`src/design/fes_pkg.sv`:
```
// Purpose: constants for the flash embedded-operation host sequencer
// Assumes: 200 MHz system clock
// Notes: times kept in their printed unit, cycle counts derived here
package fes_pkg;
    // ==========================================================
    // clock
    localparam int ClkPeriodPs = 5000;
    // ==========================================================
    // device times
    localparam longint SectorEraseMaxMs = 1000;
    localparam longint ChipEraseMaxMs = 65400;
    localparam longint ProgramMaxUs = 1200;
    localparam longint EraseSuspendLatNs = 30000;
    localparam longint ProgramSuspendLatNs = 23500;
    localparam longint ResumeToSuspendNs = 100000;
    localparam longint EvalStatusMaxUs = 30;
    localparam longint StrobeLowNs = 25;
    localparam longint StrobeHighNs = 20;
    localparam longint AccessNs = 70;
    // ==========================================================
    // derived cycle counts (least times round up, longest round down)
    localparam longint SectorEraseCyc = SectorEraseMaxMs * 200000;
    localparam longint ChipEraseCyc = ChipEraseMaxMs * 200000;
    localparam longint ProgramCyc = ProgramMaxUs * 200;
    localparam longint EraseSuspCyc = EraseSuspendLatNs * 1000 / ClkPeriodPs;
    localparam longint ProgSuspCyc = ProgramSuspendLatNs * 1000 / ClkPeriodPs;
    localparam longint ResumeGapCyc = (ResumeToSuspendNs * 1000 +
        ClkPeriodPs - 1) / ClkPeriodPs;
    localparam longint EvalCyc = EvalStatusMaxUs * 200;
    localparam int StrobeLowCyc = int'((StrobeLowNs * 1000 + ClkPeriodPs - 1)
        / ClkPeriodPs);
    localparam int StrobeHighCyc = int'((StrobeHighNs * 1000 + ClkPeriodPs
        - 1) / ClkPeriodPs);
    localparam int AccessCyc = int'((AccessNs * 1000 + ClkPeriodPs - 1)
        / ClkPeriodPs);
    // ==========================================================
    // status bit positions in the data word
    localparam int PollBitPos = 7;
    localparam int ToggleBitPos = 6;
    localparam int ExceedBitPos = 5;
    localparam int SuspToggleBitPos = 2;
    // ==========================================================
    // operation kinds requested by the user side
    typedef enum logic [2:0] {
        FES_OP_WRITE,
        FES_OP_READ,
        FES_OP_WAIT_PROG,
        FES_OP_WAIT_SECTOR,
        FES_OP_WAIT_CHIP,
        FES_OP_WAIT_ESUSP,
        FES_OP_WAIT_PSUSP,
        FES_OP_WAIT_EVAL
    } fes_op_t;
endpackage

```
`src/design/fes_host.sv`:
```
// Purpose: host-side sequencer that writes commands and polls status
// Assumes: flash pins sampled synchronously; one access at a time
// Notes: wait ops poll toggle bits until two stable reads or timeout
`timescale 1ns/1ps
module fes_host #(
    parameter int DataWidth = 16,
    parameter int AddrWidth = 22,
    parameter longint SectorEraseCycles = fes_pkg::SectorEraseCyc,
    parameter longint ChipEraseCycles = fes_pkg::ChipEraseCyc,
    parameter longint ProgramCycles = fes_pkg::ProgramCyc,
    parameter longint EraseSuspCycles = fes_pkg::EraseSuspCyc,
    parameter longint ProgSuspCycles = fes_pkg::ProgSuspCyc,
    parameter longint ResumeGapCycles = fes_pkg::ResumeGapCyc,
    parameter longint EvalCycles = fes_pkg::EvalCyc
) (
    input wire logic clk,
    input wire logic resetn,
    // user request side
    input wire logic reqValid,
    output logic reqReady,
    input wire fes_pkg::fes_op_t reqOp,
    input wire logic [AddrWidth-1:0] reqAddr,
    input wire logic [DataWidth-1:0] reqData,
    input wire logic resumeSeen,
    output logic rspValid,
    output logic [DataWidth-1:0] rspData,
    output logic rspTimeout,
    output logic rspExceeded,
    output logic suspendGapOk,
    // flash pins
    output logic [AddrWidth-1:0] flashAddr,
    output logic chipEnableN,
    output logic outEnableN,
    output logic writeEnableN,
    input wire logic [DataWidth-1:0] flashDataIn,
    output logic [DataWidth-1:0] flashDataOut,
    output logic flashDataOe,
    input wire logic readyBusyN
);
    // ==========================================================
    // state
    typedef enum logic [2:0] {
        FES_IDLE, FES_WLOW, FES_WHIGH, FES_RLOW, FES_RHIGH, FES_DONE
    } fes_state_t;

    typedef struct packed {
        fes_state_t st;           // sequencer state
        fes_pkg::fes_op_t op;     // op in progress
        logic [AddrWidth-1:0] addr;
        logic [DataWidth-1:0] wdata;
        logic [DataWidth-1:0] last; // previous status read
        logic haveLast;           // a status read already taken
        logic [7:0] phase;        // strobe phase counter
        logic [47:0] budget;      // remaining wait cycles
        logic [47:0] gap;         // cycles since last resume
        logic [DataWidth-1:0] rdata;
        logic timeout;
        logic exceeded;
        logic rsp;
        logic ce;
        logic oe;
        logic we;
        logic doe;
    } fes_s_t;

    fes_s_t s_reg, s_next;

    // polling ops keep strobing reads; others end after one access
    function automatic logic isWait(input fes_pkg::fes_op_t o);
        return !(o == fes_pkg::FES_OP_WRITE || o == fes_pkg::FES_OP_READ);
    endfunction

    // timeout budget per wait kind
    function automatic logic [47:0] budgetFor(input fes_pkg::fes_op_t o);
        case (o)
            fes_pkg::FES_OP_WAIT_PROG: return 48'(ProgramCycles);
            fes_pkg::FES_OP_WAIT_SECTOR:
                return 48'(SectorEraseCycles);
            fes_pkg::FES_OP_WAIT_CHIP: return 48'(ChipEraseCycles);
            fes_pkg::FES_OP_WAIT_ESUSP: return 48'(EraseSuspCycles);
            fes_pkg::FES_OP_WAIT_PSUSP: return 48'(ProgSuspCycles);
            fes_pkg::FES_OP_WAIT_EVAL: return 48'(EvalCycles);
            default: return 48'h0;
        endcase
    endfunction

    // ==========================================================
    // next state
    always_comb begin
        logic [DataWidth-1:0] diff;
        diff = '0;
        s_next = s_reg;
        s_next.rsp = 1'b0;
        if (s_reg.budget != 48'h0) begin
            s_next.budget = s_reg.budget - 48'h1;
        end
        // resume-to-suspend spacing; host caller checks suspendGapOk
        if (resumeSeen) begin
            s_next.gap = 48'h0;
        end else if (s_reg.gap < 48'(ResumeGapCycles)) begin
            s_next.gap = s_reg.gap + 48'h1;
        end
        case (s_reg.st)
            FES_IDLE: begin
                if (reqValid) begin
                    s_next.op = reqOp;
                    s_next.addr = reqAddr;
                    s_next.wdata = reqData;
                    s_next.haveLast = 1'b0;
                    s_next.timeout = 1'b0;
                    s_next.exceeded = 1'b0;
                    s_next.phase = 8'h0;
                    s_next.budget = budgetFor(reqOp);
                    // write cycle: we and ce go low in the same cycle, ce rises first
                    if (reqOp == fes_pkg::FES_OP_WRITE) begin
                        s_next.we = 1'b1;
                        s_next.doe = 1'b1;
                        s_next.ce = 1'b1;
                        s_next.st = FES_WLOW;
                    end else begin
                        s_next.ce = 1'b1;
                        s_next.oe = 1'b1;
                        s_next.st = FES_RLOW;
                    end
                end
            end
            FES_WLOW: begin
                s_next.phase = s_reg.phase + 8'h1;
                if (s_reg.phase == 8'(fes_pkg::StrobeLowCyc - 1)) begin
                    // rising ce latches data; we released after
                    s_next.ce = 1'b0;
                    s_next.phase = 8'h0;
                    s_next.st = FES_WHIGH;
                end
            end
            FES_WHIGH: begin
                s_next.phase = s_reg.phase + 8'h1;
                s_next.we = 1'b0;
                if (s_reg.phase == 8'(fes_pkg::StrobeHighCyc - 1)) begin
                    s_next.doe = 1'b0;
                    s_next.st = FES_DONE;
                end
            end
            FES_RLOW: begin
                s_next.phase = s_reg.phase + 8'h1;
                if (s_reg.phase == 8'(fes_pkg::AccessCyc - 1)) begin
                    s_next.rdata = flashDataIn;
                    s_next.last = flashDataIn;
                    s_next.haveLast = 1'b1;
                    diff = flashDataIn ^ s_reg.last;
                    // both ce and oe pulse so either delimiter works
                    s_next.ce = 1'b0;
                    s_next.oe = 1'b0;
                    s_next.phase = 8'h0;
                    if (flashDataIn[fes_pkg::ExceedBitPos]) begin
                        s_next.exceeded = 1'b1;
                    end
                    // stable toggle bits on two reads means done; the
                    // polling bit is then true data
                    if (!isWait(s_reg.op)) begin
                        s_next.st = FES_DONE;
                    end else if (s_reg.haveLast &&
                        !diff[fes_pkg::ToggleBitPos] &&
                        !diff[fes_pkg::SuspToggleBitPos]) begin
                        s_next.st = FES_DONE;
                    end else if (s_reg.budget == 48'h0) begin
                        s_next.timeout = 1'b1;
                        s_next.st = FES_DONE;
                    end else begin
                        s_next.st = FES_RHIGH;
                    end
                end
            end
            FES_RHIGH: begin
                s_next.phase = s_reg.phase + 8'h1;
                if (s_reg.phase == 8'(fes_pkg::StrobeHighCyc - 1)) begin
                    s_next.ce = 1'b1;
                    s_next.oe = 1'b1;
                    s_next.phase = 8'h0;
                    s_next.st = FES_RLOW;
                end
            end
            FES_DONE: begin
                s_next.rsp = 1'b1;
                s_next.st = FES_IDLE;
            end
            default: s_next.st = FES_IDLE;
        endcase
    end

    // ==========================================================
    // state register
    always_ff @(posedge clk) begin
        if (!resetn) begin
            s_reg <= '0;
            s_reg.st <= FES_IDLE;
            s_reg.gap <= 48'(ResumeGapCycles);
        end else begin
            s_reg <= s_next;
        end
    end

    // ==========================================================
    // outputs; readyBusyN used only to gate suspendGapOk
    assign reqReady = (s_reg.st == FES_IDLE);
    assign rspValid = s_reg.rsp;
    assign rspData = s_reg.rdata;
    assign rspTimeout = s_reg.timeout;
    assign rspExceeded = s_reg.exceeded;
    assign suspendGapOk = (s_reg.gap >= 48'(ResumeGapCycles)) && readyBusyN;
    assign flashAddr = s_reg.addr;
    assign chipEnableN = ~s_reg.ce;
    assign outEnableN = ~s_reg.oe;
    assign writeEnableN = ~s_reg.we;
    assign flashDataOut = s_reg.wdata;
    assign flashDataOe = s_reg.doe;
endmodule

```
`config.mk`:
```
export PLATFORM = sky130hd
export DESIGN_NAME = fes_host
export DESIGN_NICKNAME = d
export VERILOG_FILES = /design/src/design/fes_pkg.sv /design/src/design/fes_host.sv
export SDC_FILE = /design/constraint.sdc
export NUM_CORES = 1
export LEC_CHECK = 0
export CAP_MARGIN = 20
export CORE_ASPECT_RATIO = 1.2
export CORE_UTILIZATION = 45
export CTS_CLUSTER_DIAMETER = 150
export DETAILED_ROUTE_END_ITERATION = 10
export DONT_BUFFER_PORTS = 1
export HOLD_SLACK_MARGIN = 0.08
export PLACE_DENSITY = 0.63
export SLEW_MARGIN = 20
export SYNTH_ARGS = -nofsm -noshare
export SYNTH_HDL_FRONTEND = slang
export SYNTH_SLANG_ARGS = --single-unit
```
`constraint.sdc`:
```
create_clock -name clk -period 4.14 [get_ports clk]
set_input_delay 0.207 -clock clk [delete_from_list [all_inputs] [get_ports clk]]
set_output_delay 0.207 -clock clk [all_outputs]
set_load 0.1 [all_outputs]
```
==> out/results.txt, run 1 <==
The slew at the pin closest to its max-slew limit was 1.05 ns. For the met2 global-route usage, the log shows 0.318. The detail-routed via count per cell came out at 5.25. For the max-slew violation count, the log shows 0.

The cell area after synthesis was 7650 µm². The flow ran to the end, and the final reports show no timing, DRC or antenna violations. The area fraction of the dominant cell type after synthesis was 0.447. Power density of the placed cells: 671 nW/µm².

After floorplanning, the core was sized to cover 16400 µm². TritonCTS built the clock tree. The count of flip-flops with a built-in enable after synthesis was 0; the number of instances in the synthesized netlist was 891. The total routed wirelength was 16.5 mm; the register area was 3420 µm². The worst setup path is of the reg2out kind. The first-pass GRT wire length came out at 26.8 mm. Effective utilization at floorplan: 0.467. The run gives 5521 as the via count of the first global-routing pass. The fraction of met3 tracks used by global routing is 0.0494. Entering global routing, the biggest net connects 82 pins. Among cell families on the critical path, the largest total delay comes from simple AND/OR/NAND/NOR gates.

The tightest min-delay check is of the in2reg type. The tree is rooted in a clkbuf_16. The pre-antenna-repair detailed-routing pass consisted of 5 iterations. The run gives 0.447 as the sequential fraction of the synthesis area.

Yosys mapped the design onto 62 distinct sky130hd cell types. The number of gates resized after CTS was 0. Static timing analysis puts the maximum clock frequency at 368 MHz. The die covers 17500 µm². The async set-or-reset flop fraction in the synthesized netlist is 0, and the total via count in the routed design is 5797.

Endpoint of the worst setup timing path: suspendGapOk. The analysis attributes to cell leakage a power of 0.00317 µW. The H-tree was split into 4 levels. The number of cells on the critical path works out to 5. The total negative slack is 0 ns.

The logs give 10.4 mm for the total half-perimeter wirelength after legalization and detailed placement and 948 for the final-stage net count. VDD sags by at most 0.403 mV. For the remaining global-route overflow, the log shows 0. The critical path starts at s_reg[28]. Yosys printed 0 warnings. The final number of hold-violating endpoints was 0.

Dominant synthesized flop cell: dfxtp_1. The number of filler instances in the final layout was 1470; the highest cell delay on the worst timing path was 0.57 ns. The clock network latency to the later pin of the worst-skew pair came out at 0.43 ns. Number of remaining DRC errors: 0. Walking the worst path, the cells encountered are or3_1 -> a21oi_1 -> o2111a_1 -> nand2_1 -> and2_1.

Data on the critical path is required at its endpoint by 3.93 ns. The fraction of the cycle the final worst path needs is 0.657, and the flip-flop count of the largest register, all copies and words added is 113. The number of setup buffers added after CTS came out at 0. The worst setup path is launched from a flip-flop. Final setup skew: 0.0130 ns. A synthesized cell averages 8.59 µm². Setup repair after global routing left no endpoint under its margin. 125 I/O pins were placed. met2 is the most crowded layer. The global-route usage over all layers is 0.193. The residual antenna-violating net count after detailed routing was 0; the initial antenna violation count was 0. The headroom to the max-slew limit is 0.299. The end of the worst register-to-register path is s_reg[118]. Along the worst path, the maximum fanout reaches 9. 0 antenna diodes ended up in the layout. Ranked by total cell area, the synthesized netlist is headed by dfxtp_1 45%, nand2_1 7.6%, a21boi_0 5.8%.

The run gives 0.525 as the utilization after layout. The number of buffers and inverters on the critical path is 0. After clock tree synthesis, the clock-pin slew on the worst setup and hold paths is 0.07 ns. The met1 usage came out at 0.238. STA classifies the critical path endpoint as an output pin.

Setup violations remaining at the end of the flow were counted as 0. From left edge to right edge, the die measures 121 µm. The tools report the minimum setup slack among reg-to-reg paths as 1.52 ns. The total area of multi-input combinational cells was 3610 µm²; the area added between synthesis and finish was 12.5%. The run gives 0.794 as the weighted congestion at the end of routability-driven global placement. The largest area contributor in the netlist is dfxtp_1. The number of clock buffers added by TritonCTS is 17. The run gives 2.51 ns as the signal arrival time at the worst endpoint.

The tools report the startpoint of the worst-slack reg-to-reg timing path as s_reg[76]. In this run, the number of DRC markers left after iteration 0 of detailed routing was 304. Max-cap violations in this run came to 0. During placement, the flow inserted port buffers numbering 0. The library cell contributing the largest single delay on the critical path was and2_1. Share of layout cells above drive strength 1: 0.0561. The clock passes through at most 2 buffers.

The number of nets in the synthesized netlist is 959. The die is 145 µm tall. The clock sink total was 171; the number of synthesized register bits was 171. The smallest clock period supported by the final layout is computed as 2.72 ns.

Dividing the detail-routed wire length by the instance count gives 14.9 µm. The row count was 51; the cell count of the worst reg-to-reg path was 6.
[repair_timing]
action / 4_1_cts / 5_1_grt
endpoints found under the hold margin: 90 / 0
hold buffers: 61 / 0
endpoints found under the setup margin: 0 / 0
[per-stage QoR]
| stage | power (µW) | instance area [µm²] | worst slack [ns] | hold WS (ns) | cells |
|---|---|---|---|---|---|
| after floorplan | 3970 | 7650 | 0.147 | 0.319 | 891 |
| after global placement | 4210 | 7410 | 1.58 | 0.290 | 1012 |
| after detailed placement | 4210 | 7420 | 1.52 | 0.296 | 1012 |
| after CTS | 5820 | 8610 | 1.40 | 0.0961 | 1104 |
| after global routing | 6090 | 8610 | 1.25 | 0.104 | 1104 |
| final | 5780 | 8610 | 1.42 | 0.0954 | 1104 |
[layout by cell type (no fill, tap or decap), types with 17 or more instances in the layout]
master	instances
dfxtp_1	171
nand2_1	153
nor2_1	70
dlygate4sd3_1	60
a21boi_0	59
xor2_1	48
and2_1	43
nand3_1	34
o21ai_0	24
a21oi_1	21
nor3_1	17
clkbuf_16	17
[cells in the mapped netlist (2+ instances only)]
| master | instances |
|---|---|
| a211oi_1 | 2 |
| a21boi_0 | 59 |
| a21oi_1 | 21 |
| a22oi_1 | 3 |
| a31oi_1 | 2 |
| and2_1 | 43 |
| and3_1 | 3 |
| and4_1 | 6 |
| buf_2 | 3 |
| buf_4 | 55 |
| clkbuf_1 | 36 |
| dfxtp_1 | 171 |
| ha_1 | 6 |
| inv_1 | 15 |
| mux2i_1 | 6 |
| nand2_1 | 154 |
| nand2b_1 | 3 |
| nand3_1 | 34 |
| nand3b_1 | 2 |
| nand4_1 | 13 |
| nand4b_1 | 5 |
| nor2_1 | 70 |
| nor2b_1 | 6 |
| nor3_1 | 19 |
| nor4_1 | 16 |
| nor4_2 | 2 |
| nor4b_1 | 2 |
| o211ai_1 | 3 |
| o21ai_0 | 24 |
| o21ai_1 | 3 |
| o22ai_1 | 6 |
| o32ai_1 | 2 |
| or3_1 | 9 |
| or4_1 | 2 |
| or4_4 | 2 |
| xnor2_1 | 10 |
| xor2_1 | 48 |
[kinds of logic after synthesis]
kind of cell | count (synthesis) | synth area share
mux | 6 | 0.00785
fa+ha+maj | 6 | 0.00981
compound gates | 139 | 0.124
buf+inv | 111 | 0.0829
flops | 171 | 0.447
simple gates | 400 | 0.262
xor+xnor | 58 | 0.0664
[area by class of cell]
type	count	share of cell area
inverter	15	0.00654
clock inverter	8	0.0102
clock buffer	23	0.0555
multi-input combinational	609	0.420
timing repair buffer	66	0.0796
sequential	171	0.398
tap	212	0.0308
[worst reg2reg max path, delay by kind of cell, from the launching register on]
kind	cells	cell delay (ns)
compound gates	1	0.14
flops	1	0.37
simple gates	5	2.03
[report_power, final]
group | internal [µW] | total, µW | leakage [µW] | switching [µW]
combinational | 601 | 1610 | 0.00151 | 1010
clock | 877 | 1520 | 0.000266 | 642
sequential | 1870 | 2650 | 0.00139 | 781
total | 3350 | 5780 | 0.00317 | 2430
[per-layer routing]
| layer | wire (µm) | part of all wire |
|---|---|---|
| met1 | 7250 | 0.44 |
| met2 | 8100 | 0.49 |
| met3 | 739 | 0.045 |
| met4 | 373 | 0.023 |
| met5 | 0 | 0 |
[worst min-delay path by stage]
stage	from	to	slack [ns]	cells past startpoint
finish	resetn	s_reg[33]	0.1	2
global route	resetn	s_reg[34]	0.10	2
CTS	reqOp[0]	s_reg[1]	0.1	3
detailed placement	resetn	s_reg[32]	0.30	1
global placement	resetn	s_reg[32]	0.29	1
floorplan	resumeSeen	s_reg[33]	0.32	1
(Power assumes the default switching activity.)
==> run 2: changes to the inputs <==
- ABC_AREA: unset -> 1
- PLACE_DENSITY: 0.63 -> 0.65
- clock period: 4.14 -> 2.4 ns (I/O delays scaled with it)
==> out/results.txt, run 2 <==
The flow ran to the end, and the final reports show no timing, DRC or antenna violations. During synthesis, Yosys emitted a total of 0 warnings. The global-route usage over all layers was 0.227. For the standby leakage power, the log shows 0.00434 µW. The commonest cells after synthesis are 297 x nor2_1, 193 x nand2_1, 171 x dfxtp_1. The peak fanout along the critical path was 20; the total negative slack was 0 ns.

The logs give 36 for the number of distinct library cells after synthesis and 70 for the largest net degree at the start of global routing. The initial antenna violation count is 0. The critical path in this run is classified as reg2reg. The synthesized netlist net count was 1258; the total half-perimeter wirelength after legalization and detailed placement was 14.3 mm.

After the last flow step, the layout net total stands at 1316. The via count of the first global-routing pass was 7121. The power density of the placed cells was 1280 nW/µm². The path with the worst hold slack has its endpoint at s_reg[118]. The logs give 0 for the number of setup buffers added after CTS and 0.893 for the weighted congestion at the end of routability-driven global placement.

The initialized floorplan defines 54 standard-cell rows. The logs give 8580 µm² for the standard cell area after detailed placement and 0 for the final count of negative-setup-slack endpoints. The tools report the residual antenna-violating net count after detailed routing as 0. After floorplanning, the core was sized to cover 18200 µm². The run gives 0 as the count of inserted antenna diode cells. The tools report the max-capacitance violation count as 0. The number of hold buffers added after cts is 62, and the CTS buffer count is 17.

Buffer cell driving the clock tree root: clkbuf_16. The first global-routing pass estimated 34.1 mm of wire. Clock tree synthesis found a total of 171 sinks. TritonCTS built the clock tree. The detail-routed via count per cell is 5.04, and the synthesized area per cell is 7.02 µm².

The max-slew violation count is 0. The fraction of the mapped netlist area in compound gates works out to 0.0874. The top cell types in the final layout, fill and taps aside, are 296 x nor2_1, 193 x nand2_1, 171 x dfxtp_1, 104 x inv_1, 68 x o21ai_0.

Setup repair after global routing left no endpoint under its margin. For the total routed wirelength, the log shows 21.1 mm. The number of instances in the synthesized netlist came out at 1190.

The startpoint identified for the worst register-to-register timing path is s_reg[34]. The library cell used most frequently in the layout, excluding fill and tap cells, is nor2_1. The layout has 1736 filler cells. Area fraction of the dominant cell type after synthesis: 0.410. The logs give 0.383 for the headroom to the max-slew limit and 0 for the remaining global-route overflow. The total via count in the routed design came out at 7480.

The tools report the end of the worst register-to-register path as s_reg[32]. The finished layout cell area is 9850 µm², and the final critical path time including I/O delays and setup is 2.05 ns. In the post-synthesis netlist, the cell with the most instances is nor2_1.

The number of synthesized register bits works out to 171. In this run the horizontal extent of the chip is 126 µm. In this run the most critical hold path is launched from resetn.

The mean routed wirelength per cell was 14.2 µm. The combinational family with the most area after synthesis is simple AND/OR/NAND/NOR gates. The logs give 2.71 ns for the required time at the worst-slack endpoint and 0 for the number of remaining DRC errors. Pin placement for this block handled 125 I/O pins.

Counting cells, the worst reg-to-reg path comes to 11. STA classifies the critical path startpoint as a flip-flop. The flip-flop count of the largest register, all copies and words added is 113, and the count of flip-flops with a built-in enable after synthesis is 0.

From synthesis to final layout, the design area changed by 17.9%. Adder and majority gate portion of the synthesized area: 0.00898. Once the clock tree was built, the resizer swapped 0 gates to a different size.

dfxtp_1 takes more of the synthesized area than any other cell. The minimum setup slack among reg-to-reg paths was 0.35 ns. The share of layout cells above drive strength 1 is 0.128, and the vertical die dimension is 151 µm.

The worst setup path is captured at a flip-flop. The cell area after synthesis was 8360 µm². The signal arrival time at the worst endpoint is 2.36 ns, and the sequential fraction of the synthesis area is 0.410. Depth of the worst hold-timing path: 2.

At the later pin of the worst-skew pair, clock insertion delay measures 0.43 ns. The fraction of the cycle the final worst path needs was 0.853. CTS built an H-tree with a depth of 4.

The total of buffers placed on input and output ports is 0, and the worst supply voltage drop on vdd is 0.621 mV. The deepest clock path buffer count was 2; the area share of and/or/nand/nor cells after synthesis was 0.330. The highest clock rate is 488 MHz, and the register clock-pin slew on the reported worst setup and hold paths is 0.06 ns.

The final number of hold-violating endpoints came out at 0. The worst hold path belongs to the class in2reg. The final setup skew came out at 0.0115 ns.

The total power was 12600 µW; the multiplexer fraction of the synthesized cell area was 0. Among all flip-flop cells after synthesis, the most frequent one is dfxtp_1. For the full die area, the log shows 19100 µm². At the pin with the least slew margin, the transition time is 0.925 ns.

The post-synthesis xor/xnor area fraction was 0.0440. The async set-or-reset flop fraction in the synthesized netlist came out at 0. First-pass detailed-route iteration total: 6.

By area the synthesized netlist is led by dfxtp_1 41%, nor2_1 13%, nand2_1 8.7%. The effective utilization at floorplan was 0.460; the number of design-rule violations left by the first detailed-router iteration was 458.
==> run 2: through the flow <==
step / std cells / hold WS, ns / utilization / setup slack [ns]
floorplan: 1190 / 0.251 / - / 0.0167
global placement: 1391 / 0.222 / 0.472 / 0.575
detailed placement: 1391 / 0.228 / 0.472 / 0.542
CTS: 1485 / 0.0843 / 0.542 / 0.337
global route: 1485 / 0.109 / 0.542 / 0.142
finish: 1485 / 0.0953 / 0.542 / 0.352
==> run 2: where the power goes <==
part | switching [µW] | leakage (µW) | internal [µW]
registers | 348 | 0.00139 | 3300
logic | 4500 | 0.00263 | 1470
clock network | 1200 | 0.000311 | 1770
total | 6050 | 0.00434 | 6540
==> run 2: final cells by class <==
cell class	count	area, µm²	share of cell area
inverter	113	424	0.0430
multi-input combinational	815	3930	0.399
tap	224	280	0.0284
sequential	171	3420	0.347
timing repair buffer	130	1160	0.118
clock buffer	17	425	0.0432
clock inverter	15	210	0.0213
==> run 2: per-layer routing <==
layer,track usage,wire (µm),up-vias
met4,0.111,698,0
met3,0.0438,824,65
li1,-,-,3802
met1,0.258,8720,3428
met5,0,0,-
met2,0.407,10800,185
==> run 2: critical path, stage by stage (launching register included) <==
cell           delay, ns
dfxtp_1             0.40
nand2_1             0.12
nor2_1              0.16
nand2_1             0.07
nand2_1             0.06
a31oi_1             0.04
nand2_1             0.08
buf_4               0.23
nor2_1              0.07
nand2_1             0.06
nand3_1             0.07
dlygate4sd3_1       0.56
==> run 2: kinds of logic (layout without fill, tap and decap cells) <==
| logic type | Yosys count | count (layout) |
|---|---|---|
| and+or+nand+nor | 629 | 629 |
| adders and majority gates | 6 | 6 |
| DFF | 171 | 171 |
| buffers and inverters | 204 | 275 |
| AOI/OAI and AO/OA | 138 | 138 |
| xor gates and xnor gates | 42 | 42 |
==> run 2: worst max path at each step <==
stage,startpoint,slack [ns],to,depth (start not counted)
finish,s_reg[34],0.35,s_reg[32],11
global route,s_reg[32],0.14,s_reg[32],11
CTS,s_reg[34],0.34,suspendGapOk,9
detailed placement,s_reg[71],0.54,s_reg[96],12
global placement,s_reg[104],0.58,s_reg[118],8
floorplan,s_reg[34],0.02,suspendGapOk,9
